### src/shared/cio_pkg.sv
package cio_pkg;

    // Seven-bit bus address that the control port answers to.
    localparam logic [6:0] CIO_I2C_ADDR = 7'h20;

    // Control byte after reset: sensor unpowered and held in reset, all else low.
    localparam logic [7:0] CIO_CTRL_RESET = 8'h00;

    // Bit positions inside the control byte.
    localparam int CIO_BIT_POWER = 0;
    localparam int CIO_BIT_RESET_N = 1;
    localparam int CIO_BIT_LEVEL = 2;
    localparam int CIO_BIT_DRIVE = 3;
    localparam int CIO_BIT_SELECT = 4;
    localparam int CIO_BIT_TRIG_INV = 5;
    localparam int CIO_BIT_TRIG_SRC = 6;
    localparam int CIO_BIT_RESERVED = 7;

    // Number of bits in one byte on the bus, the value at which a byte is complete.
    localparam logic [3:0] CIO_BYTE_BITS = 4'h8;

    // Number of pin inputs that pass through the synchroniser.
    localparam int CIO_SYNC_WIDTH = 6;

    // Indices of the synchronised inputs.
    localparam int CIO_IN_SCL = 0;
    localparam int CIO_IN_SDA = 1;
    localparam int CIO_IN_STROBE = 2;
    localparam int CIO_IN_LINK_TRIG = 3;
    localparam int CIO_IN_CONN_TRIG = 4;
    localparam int CIO_IN_OVERCURRENT = 5;

    // Bus engine states, Gray coded along the usual path.
    typedef enum logic [2:0] {
        CIO_ST_IDLE = 3'b000,
        CIO_ST_ADDR = 3'b001,
        CIO_ST_ADDR_ACK = 3'b011,
        CIO_ST_WDATA = 3'b010,
        CIO_ST_WDATA_ACK = 3'b110,
        CIO_ST_RDATA = 3'b111,
        CIO_ST_RDATA_ACK = 3'b101
    } cio_state_t;

endpackage

### src/shared/cio_sync_if.sv
`timescale 1ns/100ps
// Raw pin levels going into the synchroniser and the settled levels coming out.
interface cio_sync_if #(parameter int WIDTH = 6);
    logic [WIDTH-1:0] raw;
    logic [WIDTH-1:0] sync;
    modport sync_side (input raw, output sync);
    modport user_side (output raw, input sync);
endinterface

### src/design/cio_sync.sv
`timescale 1ns/100ps
module cio_sync
    import cio_pkg::*;
#(
    parameter int WIDTH = 6
)
(
    input wire logic clock,
    input wire logic arst_n,
    cio_sync_if.sync_side pins
);

    // First stage; only the second stage reads it, to contain metastability.
    logic [WIDTH-1:0] meta_reg;
    logic [WIDTH-1:0] meta_next;
    // Second stage, the settled copy that the rest of the block uses.
    logic [WIDTH-1:0] sync_reg;
    logic [WIDTH-1:0] sync_next;

    // Next values of the two stages.
    always_comb
    begin
        meta_next = pins.raw;
        sync_next = meta_reg;
    end

    // Both stages clear to zero under reset.
    always_ff @(posedge clock or negedge arst_n)
    begin
        if (!arst_n)
        begin
            meta_reg <= '0;
            sync_reg <= '0;
        end
        else
        begin
            meta_reg <= meta_next;
            sync_reg <= sync_next;
        end
    end

    assign pins.sync = sync_reg;

endmodule // cio_sync

### src/design/cio_expander.sv
`timescale 1ns/100ps
module cio_expander
    import cio_pkg::*;
(
    input wire logic clock,
    input wire logic arst_n,
    input wire logic scl_in,
    input wire logic sda_in,
    output logic sda_out,
    output logic sda_oe_n,
    output logic sensor_power_enable,
    output logic sensor_reset_n,
    input wire logic sensor_strobe,
    output logic ser_strobe_gpio,
    input wire logic link_external_trig,
    output logic sensor_trigger,
    input wire logic conn_trigger,
    input wire logic aux_overcurrent_sense,
    output logic user_aux_output_pin,
    output logic user_aux_output_oe_n,
    output logic green_indicator,
    output logic red_overcurrent_indicator
);

    // Pin inputs pass through the synchroniser before any logic reads them.
    cio_sync_if #(.WIDTH(CIO_SYNC_WIDTH)) pins_if ();

    assign pins_if.raw[CIO_IN_SCL] = scl_in;
    assign pins_if.raw[CIO_IN_SDA] = sda_in;
    assign pins_if.raw[CIO_IN_STROBE] = sensor_strobe;
    assign pins_if.raw[CIO_IN_LINK_TRIG] = link_external_trig;
    assign pins_if.raw[CIO_IN_CONN_TRIG] = conn_trigger;
    assign pins_if.raw[CIO_IN_OVERCURRENT] = aux_overcurrent_sense;

    cio_sync #(.WIDTH(CIO_SYNC_WIDTH)) u_sync (
        .clock(clock),
        .arst_n(arst_n),
        .pins(pins_if.sync_side)
    );

    // Settled copies of the pins, named for readability.
    logic scl_s;
    logic sda_s;
    logic strobe_s;
    logic link_trig_s;
    logic conn_trig_s;
    logic overcurrent_s;

    assign scl_s = pins_if.sync[CIO_IN_SCL];
    assign sda_s = pins_if.sync[CIO_IN_SDA];
    assign strobe_s = pins_if.sync[CIO_IN_STROBE];
    assign link_trig_s = pins_if.sync[CIO_IN_LINK_TRIG];
    assign conn_trig_s = pins_if.sync[CIO_IN_CONN_TRIG];
    assign overcurrent_s = pins_if.sync[CIO_IN_OVERCURRENT];

    // Bus engine state.
    cio_state_t state_reg;
    cio_state_t state_next;
    // Previous settled bus levels, for edge and condition detection.
    logic scl_prev_reg;
    logic scl_prev_next;
    logic sda_prev_reg;
    logic sda_prev_next;
    // Bits seen in the current byte, zero to eight.
    logic [3:0] bit_cnt_reg;
    logic [3:0] bit_cnt_next;
    // Shift register for address, write data and read data.
    logic [7:0] shift_reg;
    logic [7:0] shift_next;
    // Direction latched from the address byte; one means read.
    logic read_reg;
    logic read_next;
    // One while the engine pulls the data line low.
    logic sda_pull_reg;
    logic sda_pull_next;
    // The control byte that software writes.
    logic [7:0] ctrl_reg;
    logic [7:0] ctrl_next;

    // Bus events derived from the settled levels.
    logic scl_rise;
    logic scl_fall;
    logic start_cond;
    logic stop_cond;

    assign scl_rise = scl_s && !scl_prev_reg;
    assign scl_fall = !scl_s && scl_prev_reg;
    assign start_cond = scl_s && scl_prev_reg && sda_prev_reg && !sda_s;
    assign stop_cond = scl_s && scl_prev_reg && !sda_prev_reg && sda_s;

    // Next state of the bus engine. Data is sampled on the clock's rising edge
    // and changed after its falling edge, so the host always sees stable data
    // while the clock is high. A start or stop overrides whatever is in flight.
    always_comb
    begin
        state_next = state_reg;
        scl_prev_next = scl_s;
        sda_prev_next = sda_s;
        bit_cnt_next = bit_cnt_reg;
        shift_next = shift_reg;
        read_next = read_reg;
        sda_pull_next = sda_pull_reg;
        ctrl_next = ctrl_reg;
        if (start_cond)
        begin
            // A start, repeated or not, always begins a new address byte.
            state_next = CIO_ST_ADDR;
            bit_cnt_next = '0;
            sda_pull_next = 1'b0;
        end
        else if (stop_cond)
        begin
            // A stop frees the bus and drops any half-received byte.
            state_next = CIO_ST_IDLE;
            sda_pull_next = 1'b0;
        end
        else
        begin
            unique case (state_reg)
                CIO_ST_IDLE:
                begin
                    sda_pull_next = 1'b0;
                end
                CIO_ST_ADDR, CIO_ST_WDATA:
                begin
                    if (scl_rise)
                    begin
                        // Sample one bit, most significant first.
                        shift_next = {shift_reg[6:0], sda_s};
                        bit_cnt_next = bit_cnt_reg + 4'h1;
                    end
                    else if (scl_fall && bit_cnt_reg == CIO_BYTE_BITS)
                    begin
                        bit_cnt_next = '0;
                        if (state_reg == CIO_ST_WDATA)
                        begin
                            // Every data byte replaces the control byte and is acknowledged.
                            ctrl_next = shift_reg;
                            sda_pull_next = 1'b1;
                            state_next = CIO_ST_WDATA_ACK;
                        end
                        else if (shift_reg[7:1] == CIO_I2C_ADDR)
                        begin
                            read_next = shift_reg[0];
                            sda_pull_next = 1'b1;
                            state_next = CIO_ST_ADDR_ACK;
                        end
                        else
                        begin
                            // Another target is addressed; stay off the bus.
                            state_next = CIO_ST_IDLE;
                        end
                    end
                end
                CIO_ST_ADDR_ACK:
                begin
                    if (scl_fall)
                    begin
                        if (read_reg)
                        begin
                            // Read back the control byte; its top bit goes out first.
                            shift_next = ctrl_reg;
                            sda_pull_next = !ctrl_reg[7];
                            state_next = CIO_ST_RDATA;
                        end
                        else
                        begin
                            sda_pull_next = 1'b0;
                            state_next = CIO_ST_WDATA;
                        end
                    end
                end
                CIO_ST_WDATA_ACK:
                begin
                    if (scl_fall)
                    begin
                        sda_pull_next = 1'b0;
                        state_next = CIO_ST_WDATA;
                    end
                end
                CIO_ST_RDATA:
                begin
                    if (scl_rise)
                    begin
                        bit_cnt_next = bit_cnt_reg + 4'h1;
                    end
                    else if (scl_fall)
                    begin
                        if (bit_cnt_reg == CIO_BYTE_BITS)
                        begin
                            // Release the line so the host can acknowledge.
                            bit_cnt_next = '0;
                            sda_pull_next = 1'b0;
                            state_next = CIO_ST_RDATA_ACK;
                        end
                        else
                        begin
                            shift_next = {shift_reg[6:0], 1'b0};
                            sda_pull_next = !shift_reg[6];
                        end
                    end
                end
                CIO_ST_RDATA_ACK:
                begin
                    if (scl_rise)
                    begin
                        // Keep the host's answer; a high level is a refusal.
                        shift_next[0] = sda_s;
                    end
                    else if (scl_fall)
                    begin
                        if (shift_reg[0])
                        begin
                            state_next = CIO_ST_IDLE;
                        end
                        else
                        begin
                            shift_next = ctrl_reg;
                            sda_pull_next = !ctrl_reg[7];
                            state_next = CIO_ST_RDATA;
                        end
                    end
                end
                default:
                begin
                    // Unused codes fall back to idle.
                    state_next = CIO_ST_IDLE;
                    sda_pull_next = 1'b0;
                end
            endcase
        end
    end

    // Bus engine and control byte registers. The bus lines idle high, so the
    // previous-level copies reset high to avoid a false start after reset.
    always_ff @(posedge clock or negedge arst_n)
    begin
        if (!arst_n)
        begin
            state_reg <= CIO_ST_IDLE;
            scl_prev_reg <= 1'b1;
            sda_prev_reg <= 1'b1;
            bit_cnt_reg <= '0;
            shift_reg <= '0;
            read_reg <= 1'b0;
            sda_pull_reg <= 1'b0;
            ctrl_reg <= CIO_CTRL_RESET;
        end
        else
        begin
            state_reg <= state_next;
            scl_prev_reg <= scl_prev_next;
            sda_prev_reg <= sda_prev_next;
            bit_cnt_reg <= bit_cnt_next;
            shift_reg <= shift_next;
            read_reg <= read_next;
            sda_pull_reg <= sda_pull_next;
            ctrl_reg <= ctrl_next;
        end
    end

    // The data line is open-drain: low when pulling, otherwise released.
    assign sda_out = 1'b0;
    assign sda_oe_n = !sda_pull_reg;

    // Registered pin outputs and their next values.
    logic power_reg;
    logic power_next;
    logic rst_n_reg;
    logic rst_n_next;
    logic strobe_fwd_reg;
    logic strobe_fwd_next;
    logic trig_reg;
    logic trig_next;
    logic aux_val_reg;
    logic aux_val_next;
    logic aux_oe_n_reg;
    logic aux_oe_n_next;
    logic green_reg;
    logic green_next;
    logic red_reg;
    logic red_next;
    // Level that the user output should present before its drive type applies.
    logic aux_level;
    // Connector trigger after the polarity choice.
    logic conn_trig_pol;

    // Routing of the control bits to the pins. Bit 7 steers nothing, so a
    // host that writes it anyway changes no pin.
    always_comb
    begin
        power_next = ctrl_reg[CIO_BIT_POWER];
        rst_n_next = ctrl_reg[CIO_BIT_RESET_N];
        strobe_fwd_next = strobe_s;
        conn_trig_pol = conn_trig_s ^ ctrl_reg[CIO_BIT_TRIG_INV];
        if (ctrl_reg[CIO_BIT_TRIG_SRC])
        begin
            trig_next = conn_trig_pol;
        end
        else
        begin
            trig_next = link_trig_s;
        end
        if (ctrl_reg[CIO_BIT_SELECT])
        begin
            aux_level = ctrl_reg[CIO_BIT_LEVEL];
            green_next = 1'b0;
        end
        else
        begin
            aux_level = strobe_s;
            green_next = ctrl_reg[CIO_BIT_LEVEL];
        end
        // A low level is always driven; a high one is driven only in push-pull.
        aux_val_next = aux_level;
        aux_oe_n_next = aux_level && !ctrl_reg[CIO_BIT_DRIVE];
        // Overcurrent only matters while the output actively drives high.
        red_next = overcurrent_s && ctrl_reg[CIO_BIT_DRIVE] && aux_level;
    end

    // Pin outputs come from flip-flops so no decode glitch reaches a pin.
    always_ff @(posedge clock or negedge arst_n)
    begin
        if (!arst_n)
        begin
            power_reg <= 1'b0;
            rst_n_reg <= 1'b0;
            strobe_fwd_reg <= 1'b0;
            trig_reg <= 1'b0;
            aux_val_reg <= 1'b0;
            aux_oe_n_reg <= 1'b0;
            green_reg <= 1'b0;
            red_reg <= 1'b0;
        end
        else
        begin
            power_reg <= power_next;
            rst_n_reg <= rst_n_next;
            strobe_fwd_reg <= strobe_fwd_next;
            trig_reg <= trig_next;
            aux_val_reg <= aux_val_next;
            aux_oe_n_reg <= aux_oe_n_next;
            green_reg <= green_next;
            red_reg <= red_next;
        end
    end

    assign sensor_power_enable = power_reg;
    assign sensor_reset_n = rst_n_reg;
    assign ser_strobe_gpio = strobe_fwd_reg;
    assign sensor_trigger = trig_reg;
    assign user_aux_output_pin = aux_val_reg;
    assign user_aux_output_oe_n = aux_oe_n_reg;
    assign green_indicator = green_reg;
    assign red_overcurrent_indicator = red_reg;

endmodule // cio_expander

### config.mk
export PLATFORM = sky130hd
export DESIGN_NAME = cio_expander
export DESIGN_NICKNAME = d
export VERILOG_FILES = /design/src/shared/cio_pkg.sv /design/src/shared/cio_sync_if.sv /design/src/design/cio_sync.sv /design/src/design/cio_expander.sv
export SDC_FILE = /design/constraint.sdc
export NUM_CORES = 1
export LEC_CHECK = 0
export ABC_AREA = 1
export BUFFER_PORTS_ARGS = -buffer_cell sky130_fd_sc_hd__buf_4
export CAP_MARGIN = 20
export CORE_UTILIZATION = 60
export DETAILED_ROUTE_END_ITERATION = 7
export PLACE_DENSITY = 0.76
export SYNTH_ARGS = -nofsm -noshare
export SYNTH_HDL_FRONTEND = slang
export SYNTH_SLANG_ARGS = --single-unit
export TNS_END_PERCENT = 50
### constraint.sdc
create_clock -name clock -period 4.17 [get_ports clock]
set_input_delay 1.0425 -clock clock [delete_from_list [all_inputs] [get_ports clock]]
set_output_delay 1.0425 -clock clock [all_outputs]
set_load 0.05 [all_outputs]
==> results of run 1 <==
[cell usage after synthesis, types with 3 or more instances]
cell type,count
sky130_fd_sc_hd__buf_6,6
sky130_fd_sc_hd__inv_1,29
sky130_fd_sc_hd__a21oi_1,6
sky130_fd_sc_hd__inv_2,7
sky130_fd_sc_hd__nand2_1,80
sky130_fd_sc_hd__nand3_2,3
sky130_fd_sc_hd__ha_1,5
sky130_fd_sc_hd__dfrtp_1,45
sky130_fd_sc_hd__nand2_2,7
sky130_fd_sc_hd__a22oi_1,7
sky130_fd_sc_hd__o21ai_0,9
sky130_fd_sc_hd__o21ai_1,3
sky130_fd_sc_hd__o21ai_2,16
sky130_fd_sc_hd__nor2_1,28
sky130_fd_sc_hd__nand3_1,19
[worst max-delay path: stages, from the launching register on]
cell and delay, ns:
sky130_fd_sc_hd__dfstp_2 0.55, sky130_fd_sc_hd__ha_1 0.21, sky130_fd_sc_hd__nand4_1 0.17, sky130_fd_sc_hd__nor2_1 0.19, sky130_fd_sc_hd__nand4_2 0.43, sky130_fd_sc_hd__nand2_1 0.24
sky130_fd_sc_hd__o21ai_2 0.07
[path summary, 6_finish.rpt]
check | endpoint | slack (ns) | depth (start not counted)
max in group asynchronous | ctrl_reg[4] | 3.05 | 1
hold reg to reg | u_sync.pins.sync[0] | 0.35 | 0
setup reg to reg | ctrl_reg[5] | 2.19 | 6
setup / recovery | ctrl_reg[5] | 2.19 | 6
min in group asynchronous | bit_cnt_reg[2] | 0.73 | 1
hold / removal | u_sync.pins.sync[0] | 0.35 | 0
[through the flow]
stage          hold slack [ns]  worst slack (ns)  power [mW]
2_1_floorplan            0.331              2.46       0.634
3_3_place_gp             0.332              2.30       0.661
3_5_place_dp             0.336              2.20       0.664
4_1_cts                  0.354              2.19       0.936
5_1_grt                  0.362              2.04       0.973
6_report                 0.345              2.19       0.926
[final cells by class]
class                      count  area (µm²)
clock buffer                   5        68.8
timing repair buffer          16         120
clock inverter                 3        18.8
sequential                    47        1180
inverter                      36         135
tap                           48        60.1
multi-input combinational    199        1060
fill                         301        1150
[logic make-up after synthesis]
logic type	synth area share
and+or+nand+nor	0.274
DFF	0.481
AOI/OAI and AO/OA	0.122
buffers and inverters	0.0857
adders and majority gates	0.0255
xor gates and xnor gates	0.0107
other	0.00153
[where the power goes]
group | switching (mW) | leakage (nW) | internal (mW)
registers | 0.0329 | 0.609 | 0.484
logic | 0.0881 | 0.660 | 0.0490
clock network | 0.154 | 0.0483 | 0.118
total | 0.275 | 1.32 | 0.651
[per-layer routing]
| layer | global-route usage | up-vias | part of all wire |
|---|---|---|---|
| met3 | 0.0397 | 11 | 0.034 |
| met4 | 0.0984 | 0 | 0.020 |
| li1 | - | 952 | - |
| met2 | 0.399 | 37 | 0.49 |
| met5 | 0 | - | 0 |
| met1 | 0.297 | 877 | 0.45 |
==> flow_summary_export.csv, run 1 <==
group,metric,value,unit
status,run_status,"completed",
routing,route.detailed.wl_per_inst,13.0,µm
global_routing,grt_pass1_vias,1726,
power,power.density_cell_area,350,mW/mm²
timing,finalWorstPathRequiredPeriod,1.98,ns
timing,grt_setup_unrepaired,"false",
final_layout,layoutNonFillerInstCount,354,
cts,postCtsHoldBufs,0,
worst_setup_path,crit_start,"scl_prev_reg",
routing,post-route-drc-count,0,
die,design.die.area,0.00435,mm²
worst_setup_path,crit-reg2reg-launch,"scl_prev_reg",
synth,synth_area_leaders,"sky130_fd_sc_hd__dfrtp_1 (46%), sky130_fd_sc_hd__nand2_1 (12%), sky130_fd_sc_hd__o21ai_2 (5.7%)",
routing,number_of_detailed_route_iterations_in_the_first_pass,5,
cts,ctsHtreeMaxLevel,2,
die,pin_count,18,
die,starting_density_of_the_core,0.646,
final_layout,final_common_cell,"sky130_fd_sc_hd__nand2_1",
cts,cts_root_buf,"sky130_fd_sc_hd__clkbuf_8",
flow_run,timing.max_cap.violations,0,
timing,max_freq,505,MHz
synth,mappedNetlistNets,302,
synth,netlist_instances,289,
routing,routed_wl,4.61,mm
worst_setup_path,timing.critical_path.from_type,"flip-flop",
cts,worst_setup_hold_path_clk_slew,0.09,ns
place,placed_cells,346,
die,die_height,65.9,µm
routing,drtIter0Drc,151,
synth,synthDominantAreaCellType,"sky130_fd_sc_hd__dfrtp_1",
timing,worstMarginPinSlew,0.594,ns
timing,timing.final.hold_violations,0,
power,worst_vdd_rail_ir_drop,0.261,mV
worst_setup_path,arrival,2.16,ns
global_routing,groute.usage.overall,0.236,
min_path,min_from,"u_sync.meta_reg[0]",
synth,synth_area_per_cell,8.49,µm²
worst_setup_path,timing.setup.critical_path_class,"reg -> reg",
die,fp-row-count,22,
cts,cts-resized-gates,0,
routing,vias,1877,
timing,worst_slew_margin_rel,0.601,
timing,report.final.slew_viol_count,0,
synth,ys_warn_count,0,
final_layout,antenna_cells,0,
final_layout,stdcell_area,0.00265,mm²
final_layout,area_delta_synth_final,7.86,%
synth,yosys_register_bits,47,
place,finalWeightedCongestion,0.923,
final_layout,nets,318,
synth,syn-cell-area,0.00245,mm²
power,power.static_leakage,1.32,nW
final_layout,layout.core_utilization,0.696,
die,chipWidth,65.9,µm
cts,max-clock-path-buffers,2,
routing,routed_via_density,5.30,
place,port_buffers,16,
worst_setup_path,critPathMaxFanout,16,
die,core_region_area,0.00380,mm²
global_routing,grt_pass1_wl,7.62,mm
place,placedInstanceArea,0.00256,mm²
final_layout,layout-drive-gt1-share,0.212,
worst_setup_path,worst-endpoint-required,4.35,ns
cts,insertion_delay,0.30,ns
global_routing,global_route.overflow_total,0,
worst_setup_path,crit_path_end_kind,"flip-flop",
min_path,hold_path.class,"reg -> reg",
cts,post-cts-setup-buffers,0,
synth,synth_top_flop_cell,"sky130_fd_sc_hd__dfrtp_1",
synth,synth_enable_flop_cells,0,
timing,clock_skew,0.00858,ns
timing,setup-violations-final,0,
timing,timing.final.crit_share,0.475,
synth,post_synth_num_cell_types,29,
final_layout,most-common-layout-cells,"sky130_fd_sc_hd__nand2_1 (80), sky130_fd_sc_hd__dfrtp_1 (45), sky130_fd_sc_hd__inv_1 (29)",
global_routing,grt_max_degree,48,
synth,synth-seq-area-share,0.481,
routing,ant_nets,0,
place,hpwlAfterDp,3.39,mm
global_routing,antenna_found_initial,0,
cts,tritoncts.num_buffers,5,
timing,fin_setup_tns,0,ns
cts,cts_num_sinks,47,
synth,synth_top_cell_area_share,0.459,
synth,async_reset_ff_frac,1.00,
cts,tritoncts_clock_tree,"done",
Power figures use the tool's default switching activity.
==> run 2, diff against run 1 <==
ABC_AREA = 0   (was 1)
CORE_UTILIZATION = 59   (was 60)
clock period = 2 ns   (was 4.17 ns; I/O delays follow)
==> flow_summary_export.csv, run 2 <==
group,metric,value,unit
power,intPower,1.34,mW
power,pwr-share-seq,0.566,
synth,post_synth_mux_area_share,0.0988,
final_layout,filler_cell_count,231,
power,power.density_cell_area,642,mW/mm²
synth,synth_area_per_cell,11.4,µm²
routing,post-route-drc-count,0,
power,combinationalPowerShare,0.096,
synth,synth_simple_gate_area_frac,0.140,
cts,ctsHtreeMaxLevel,2,
timing,fin_setup_tns,0,ns
power,design_power_total,1.79,mW
final_layout,final_common_cell,"sky130_fd_sc_hd__dfrtp_1",
final_layout,layoutNonFillerInstCount,288,
min_path,hold_path.class,"in -> async",
routing,routed_wl,5.06,mm
synth,yosys_register_bits,47,
final_layout,most-common-layout-cells,"sky130_fd_sc_hd__dfrtp_1 (43), sky130_fd_sc_hd__buf_4 (39), sky130_fd_sc_hd__mux2_2 (13)",
cts,insertion_delay,0.31,ns
global_routing,grt_pass1_wl,7.93,mm
die,pin_count,18,
cts,max-clock-path-buffers,2,
timing,holdWs,0.180,ns
worst_setup_path,timing.setup.critical_path_class,"reg -> reg",
final_layout,layout-drive-gt1-share,0.367,
power,clockPowerShare,0.338,
place,placedInstanceArea,0.00255,mm²
worst_setup_path,crit_path_end_kind,"flip-flop",
synth,ys_warn_count,0,
synth,async_reset_ff_frac,1.00,
final_layout,layout.core_utilization,0.764,
power,worst_vdd_rail_ir_drop,0.686,mV
power,p_switching,0.450,mW
final_layout,layout.area.seq,0.00118,mm²
synth,synthDominantAreaCellType,"sky130_fd_sc_hd__dfrtp_1",
synth,synth_enable_flop_cells,0,
place,hpwlAfterDp,3.28,mm
die,die_height,63.8,µm
place,placed_cells,273,
timing,setup_ws,0.0371,ns
timing,max_freq,509,MHz
worst_setup_path,worst-endpoint-required,2.20,ns
synth,commonest_cells_in_the_netlist,"sky130_fd_sc_hd__dfrtp_1 (45), sky130_fd_sc_hd__mux2_2 (18), sky130_fd_sc_hd__a21oi_1 (12), sky130_fd_sc_hd__nand2_1 (12)",
die,starting_density_of_the_core,0.616,
power,power.share.switching,0.251,
synth,synth_top_flop_cell,"sky130_fd_sc_hd__dfrtp_1",
synth,synth_top_cell_area_share,0.499,
synth,post_synth_xor_area_fraction,0.00388,
synth,synth-seq-area-share,0.523,
synth,synth_top_family_by_area,"compound AO/OA/AOI/OAI gates",
synth,mappedNetlistNets,210,
global_routing,global_route.overflow_total,0,
global_routing,grt_pass1_vias,1684,
global_routing,groute.usage.overall,0.264,
cts,cts_root_buf,"sky130_fd_sc_hd__clkbuf_8",
die,core_region_area,0.00366,mm²
global_routing,antenna_found_initial,0,
timing,timing.final.crit_share,0.981,
worst_setup_path,timing.critical_path.from_type,"flip-flop",
synth,synth_area_leaders,"sky130_fd_sc_hd__dfrtp_1 (50%), sky130_fd_sc_hd__mux2_2 (9.0%), sky130_fd_sc_hd__a22o_1 (3.1%)",
synth,yosys.area_share.adder,0.0277,
cts,worst_setup_hold_path_clk_slew,0.09,ns
status,run_status,"completed",
final_layout,multi_input_area,0.00108,mm²
timing,worst_slew_margin_rel,0.623,
routing,number_of_detailed_route_iterations_in_the_first_pass,5,
synth,post_synth_num_cell_types,48,
timing,worstMarginPinSlew,0.562,ns
routing,ant_nets,0,
power,power.static_leakage,1.25,nW
synth,netlist_instances,197,
routing,vias,1797,
global_routing,grt_max_degree,48,
synth,syn-cell-area,0.00225,mm²
final_layout,nets,252,
worst_setup_path,critPathMaxFanout,7,
cts,tritoncts_clock_tree,"done",
routing,drtIter0Drc,126,
timing,timing.final.hold_violations,0,
timing,finalWorstPathRequiredPeriod,1.96,ns
timing,clock_skew,0.00850,ns
timing,report.final.slew_viol_count,0,
die,chipWidth,63.8,µm
timing,grt_setup_unrepaired,"true",
routing,routed_via_density,6.24,
place,finalWeightedCongestion,0.919,
synth,compound_gate_portion_of_the_synthesized_area,0.173,
timing,setup-violations-final,0,
final_layout,area_delta_synth_final,24.0,%
cts,postCtsHoldBufs,0,
worst_setup_path,arrival,2.17,ns
final_layout,antenna_cells,0,
final_layout,stdcell_area,0.00280,mm²
place,port_buffers,16,
synth,most_repeated_cell_in_the_gate_level_netlist_after_synthesis,"sky130_fd_sc_hd__dfrtp_1",
place,dpl_ws,-0.0219,ns
cts,cts_num_sinks,47,
die,fp-row-count,22,
die,design.die.area,0.00407,mm²
cts,tritoncts.num_buffers,5,
flow_run,timing.max_cap.violations,0,
routing,route.detailed.wl_per_inst,17.6,µm
## run 2: changes by cell type in the layout (fill, tap and decap cells not counted), moves of 13 or more
| cell | before | now |
|---|---|---|
| sky130_fd_sc_hd__nand2_1 | 80 | 11 |
| sky130_fd_sc_hd__nand3_1 | 19 | 3 |
| sky130_fd_sc_hd__mux2_2 | 0 | 13 |
| sky130_fd_sc_hd__o21ai_2 | 16 | 0 |
| sky130_fd_sc_hd__nor2_1 | 28 | 6 |
| sky130_fd_sc_hd__buf_4 | 16 | 39 |
| sky130_fd_sc_hd__inv_1 | 29 | 6 |
## run 2: cells by family after synthesis
kind of cell | count (synthesis)
multiplexers | 20
XOR/XNOR | 1
flip-flops | 47
adder cells (fa/ha/maj) | 5
AND/OR/NAND/NOR | 54
other | 1
AO/OA/AOI/OAI | 54
buffers and inverters | 15
## run 2: repair_timing
item,in CTS,in global routing
setup buffers,1,6
pin swaps,2,6
gates resized for setup,6,17
endpoints found under the hold margin,0,0
setup endpoints to repair,10,18
## run 2: worst max-delay path: stages, from the launching register on
cell and delay [ns]:
sky130_fd_sc_hd__dfrtp_1 0.41, sky130_fd_sc_hd__inv_2 0.06, sky130_fd_sc_hd__ha_4 0.15, sky130_fd_sc_hd__nand3b_1 0.16, sky130_fd_sc_hd__o221ai_2 0.11, sky130_fd_sc_hd__a211o_1 0.33, sky130_fd_sc_hd__a21oi_4 0.15, sky130_fd_sc_hd__buf_12 0.15
sky130_fd_sc_hd__mux2_2 0.33
## run 2: routing by layer
layer | global-route usage | vias up | part of all wire
met5 | 0 | - | 0
met4 | 0.128 | 0 | 0.027
met3 | 0.0946 | 20 | 0.079
met2 | 0.407 | 90 | 0.48
met1 | 0.331 | 893 | 0.42
li1 | - | 794 | -
## run 2: layout make-up
class                      instances  share of cell area
sequential                        47               0.423
clock buffer                       6              0.0295
multi-input combinational        135               0.387
inverter                           8              0.0107
clock inverter                     2             0.00582
tap                               48              0.0215
timing repair buffer              42               0.123
## run 2: power by group through the flow
| stage | Clock (mW) | Combinational (mW) | Sequential, mW |
|---|---|---|---|
| floorplan | 0 | 0.0804 | 1.04 |
| global placement | 0 | 0.149 | 1.03 |
| detailed placement | 0 | 0.153 | 1.03 |
| CTS | 0.625 | 0.158 | 1.02 |
| global route | 0.655 | 0.193 | 1.02 |
| finish | 0.606 | 0.173 | 1.02 |
## run 2: worst paths after layout
check,from,depth (start not counted),slack (ns),end
max,bit_cnt_reg[1],8,0.04,shift_reg[6]
min,arst_n,1,0.18,green_indicator
max reg2reg,bit_cnt_reg[1],8,0.04,shift_reg[6]
min reg2reg,u_sync.meta_reg[4],0,0.36,u_sync.pins.sync[4]
max in group asynchronous,arst_n,1,1.40,state_reg[2]
min in group clock,sensor_strobe,1,0.29,u_sync.meta_reg[2]
==> run 3, diff against run 2 <==
clock period = 2.1 ns   (was 2 ns; I/O delays follow)
==> flow_summary_export.csv, run 3 (synthesis gave the netlist of run 2 again) <==
group,metric,value,unit
status,run_status,"completed",
global_routing,global_route.overflow_total,0,
cts,tritoncts.num_buffers,5,
worst_setup_path,worst-endpoint-required,2.29,ns
routing,routed_via_density,6.08,
timing,timing.final.crit_share,0.954,
routing,post-route-drc-count,0,
power,power.density_cell_area,719,mW/mm²
timing,clock_skew,0.0109,ns
cts,postCtsHoldBufs,0,
die,fp-row-count,22,
cts,max-clock-path-buffers,2,
die,die_height,63.8,µm
global_routing,grt_pass1_vias,1584,
routing,drtIter0Drc,100,
final_layout,layout-drive-gt1-share,0.283,
die,design.die.area,0.00407,mm²
final_layout,nets,235,
worst_setup_path,crit_path_cell_trace,"inv_1 > ha_1 > nand2b_1 > nor2_2 > nand2_1 > nor3_4 > buf_6 > mux2_2",
place,finalWeightedCongestion,1.06,
cts,tritoncts_clock_tree,"done",
timing,timing.final.hold_violations,0,
timing,report.final.slew_viol_count,0,
timing,setup_ws,0.0958,ns
cts,insertion_delay,0.31,ns
power,power.static_leakage,1.16,nW
final_layout,area_delta_synth_final,16.0,%
global_routing,antenna_found_initial,0,
routing,route.detailed.wl_per_inst,16.1,µm
timing,setup-violations-final,0,
power,design_power_total,1.88,mW
place,dpl_ws,0.0200,ns
worst_setup_path,timing.critical_path.from_type,"flip-flop",
cts,cts_root_buf,"sky130_fd_sc_hd__clkbuf_8",
global_routing,grt_max_degree,48,
die,core_region_area,0.00366,mm²
place,port_buffers,16,
worst_setup_path,critical_path.max_stage_delay,0.55,ns
routing,vias,1648,
final_layout,final_common_cell,"sky130_fd_sc_hd__dfrtp_1",
routing,routed_wl,4.36,mm
final_layout,antenna_cells,0,
routing,ant_nets,0,
worst_setup_path,critical_path.slowest_cell,"sky130_fd_sc_hd__dfstp_2",
timing,worstMarginPinSlew,0.606,ns
flow_run,timing.max_cap.violations,0,
cts,worst_setup_hold_path_clk_slew,0.09,ns
power,worst_vdd_rail_ir_drop,0.543,mV
timing,worst_slew_margin_rel,0.590,
die,starting_density_of_the_core,0.616,
cts,cts_num_sinks,47,
die,chipWidth,63.8,µm
global_routing,groute.usage.overall,0.238,
worst_setup_path,crit_path_end_kind,"flip-flop",
timing,holdWs,0.211,ns
min_path,hold_path.class,"in -> async",
routing,number_of_detailed_route_iterations_in_the_first_pass,4,
global_routing,grt_pass1_wl,7.41,mm
place,hpwlAfterDp,3.06,mm
timing,finalWorstPathRequiredPeriod,2.00,ns
cts,ctsHtreeMaxLevel,2,
final_layout,most-common-layout-cells,"sky130_fd_sc_hd__dfrtp_1 (43), sky130_fd_sc_hd__buf_4 (24), sky130_fd_sc_hd__mux2_2 (18)",
worst_setup_path,arrival,2.19,ns
worst_setup_path,timing.setup.critical_path_class,"reg -> reg",
timing,fin_setup_tns,0,ns
worst_setup_path,critPathMaxFanout,8,
timing,max_freq,499,MHz
timing,grt_setup_unrepaired,"false",
die,pin_count,18,
run 3: cell type report:
type                    instances  area (µm²)
flip-flops and latches         47        1180
fillers                       255        1040
multi-input cells             135        1020
repair buffers                 25         191
clock buffers                   5        68.8
clock inverters                 3        67.6
well taps                      48        60.1
inverters                       8        30.0
run 3: power breakdown:
part	internal, mW	switching (mW)	total (mW)
Clock	0.474	0.299	0.773
Combinational	0.0589	0.0840	0.143
Sequential	0.939	0.0268	0.966
Total	1.47	0.410	1.88
run 3: path summary, 6_finish.rpt:
check | startpoint | endpoint | slack, ns | depth (start not counted)
worst min register to register | u_sync.meta_reg[0] | u_sync.pins.sync[0] | 0.35 | 0
max in group asynchronous | arst_n | state_reg[1] | 1.49 | 1
min in group clock | sda_in | u_sync.meta_reg[1] | 0.32 | 1
worst min-delay path | arst_n | state_reg[0] | 0.21 | 1
worst max-delay path | scl_prev_reg | ctrl_reg[3] | 0.1 | 8
worst max register to register | scl_prev_reg | ctrl_reg[3] | 0.1 | 8
run 3: what timing repair did:
| action | 4_1_cts | 5_1_grt |
|---|---|---|
| pin swaps | 0 | 1 |
| resized for setup | 1 | 6 |
| buffers inserted | 0 | 2 |
| setup endpoints to repair | 1 | 18 |
run 3: worst max-delay path: cells and delay by family (launching register included):
kind                     cells  cell delay, ns
adder cells (fa/ha/maj)      1            0.17
buffers and inverters        2            0.20
flip-flops                   1            0.55
multiplexers                 1            0.34
AND/OR/NAND/NOR              4            0.62
run 3: through the flow:
stage	cell area, µm²	cells	utilization
2_1_floorplan	2250	197	-
3_3_place_gp	2440	261	0.667
3_5_place_dp	2440	261	0.667
4_1_cts	2580	269	0.705
5_1_grt	2620	271	0.715
6_report	2620	271	0.715
run 3: routing by layer:
layer  GRT usage  part of all wire  vias to the layer above
li1            -                 -                      766
met1       0.313              0.44                      792
met2       0.378              0.47                       80
met3      0.0500             0.071                       10
met4       0.105             0.016                        0
met5           0                 0                        -
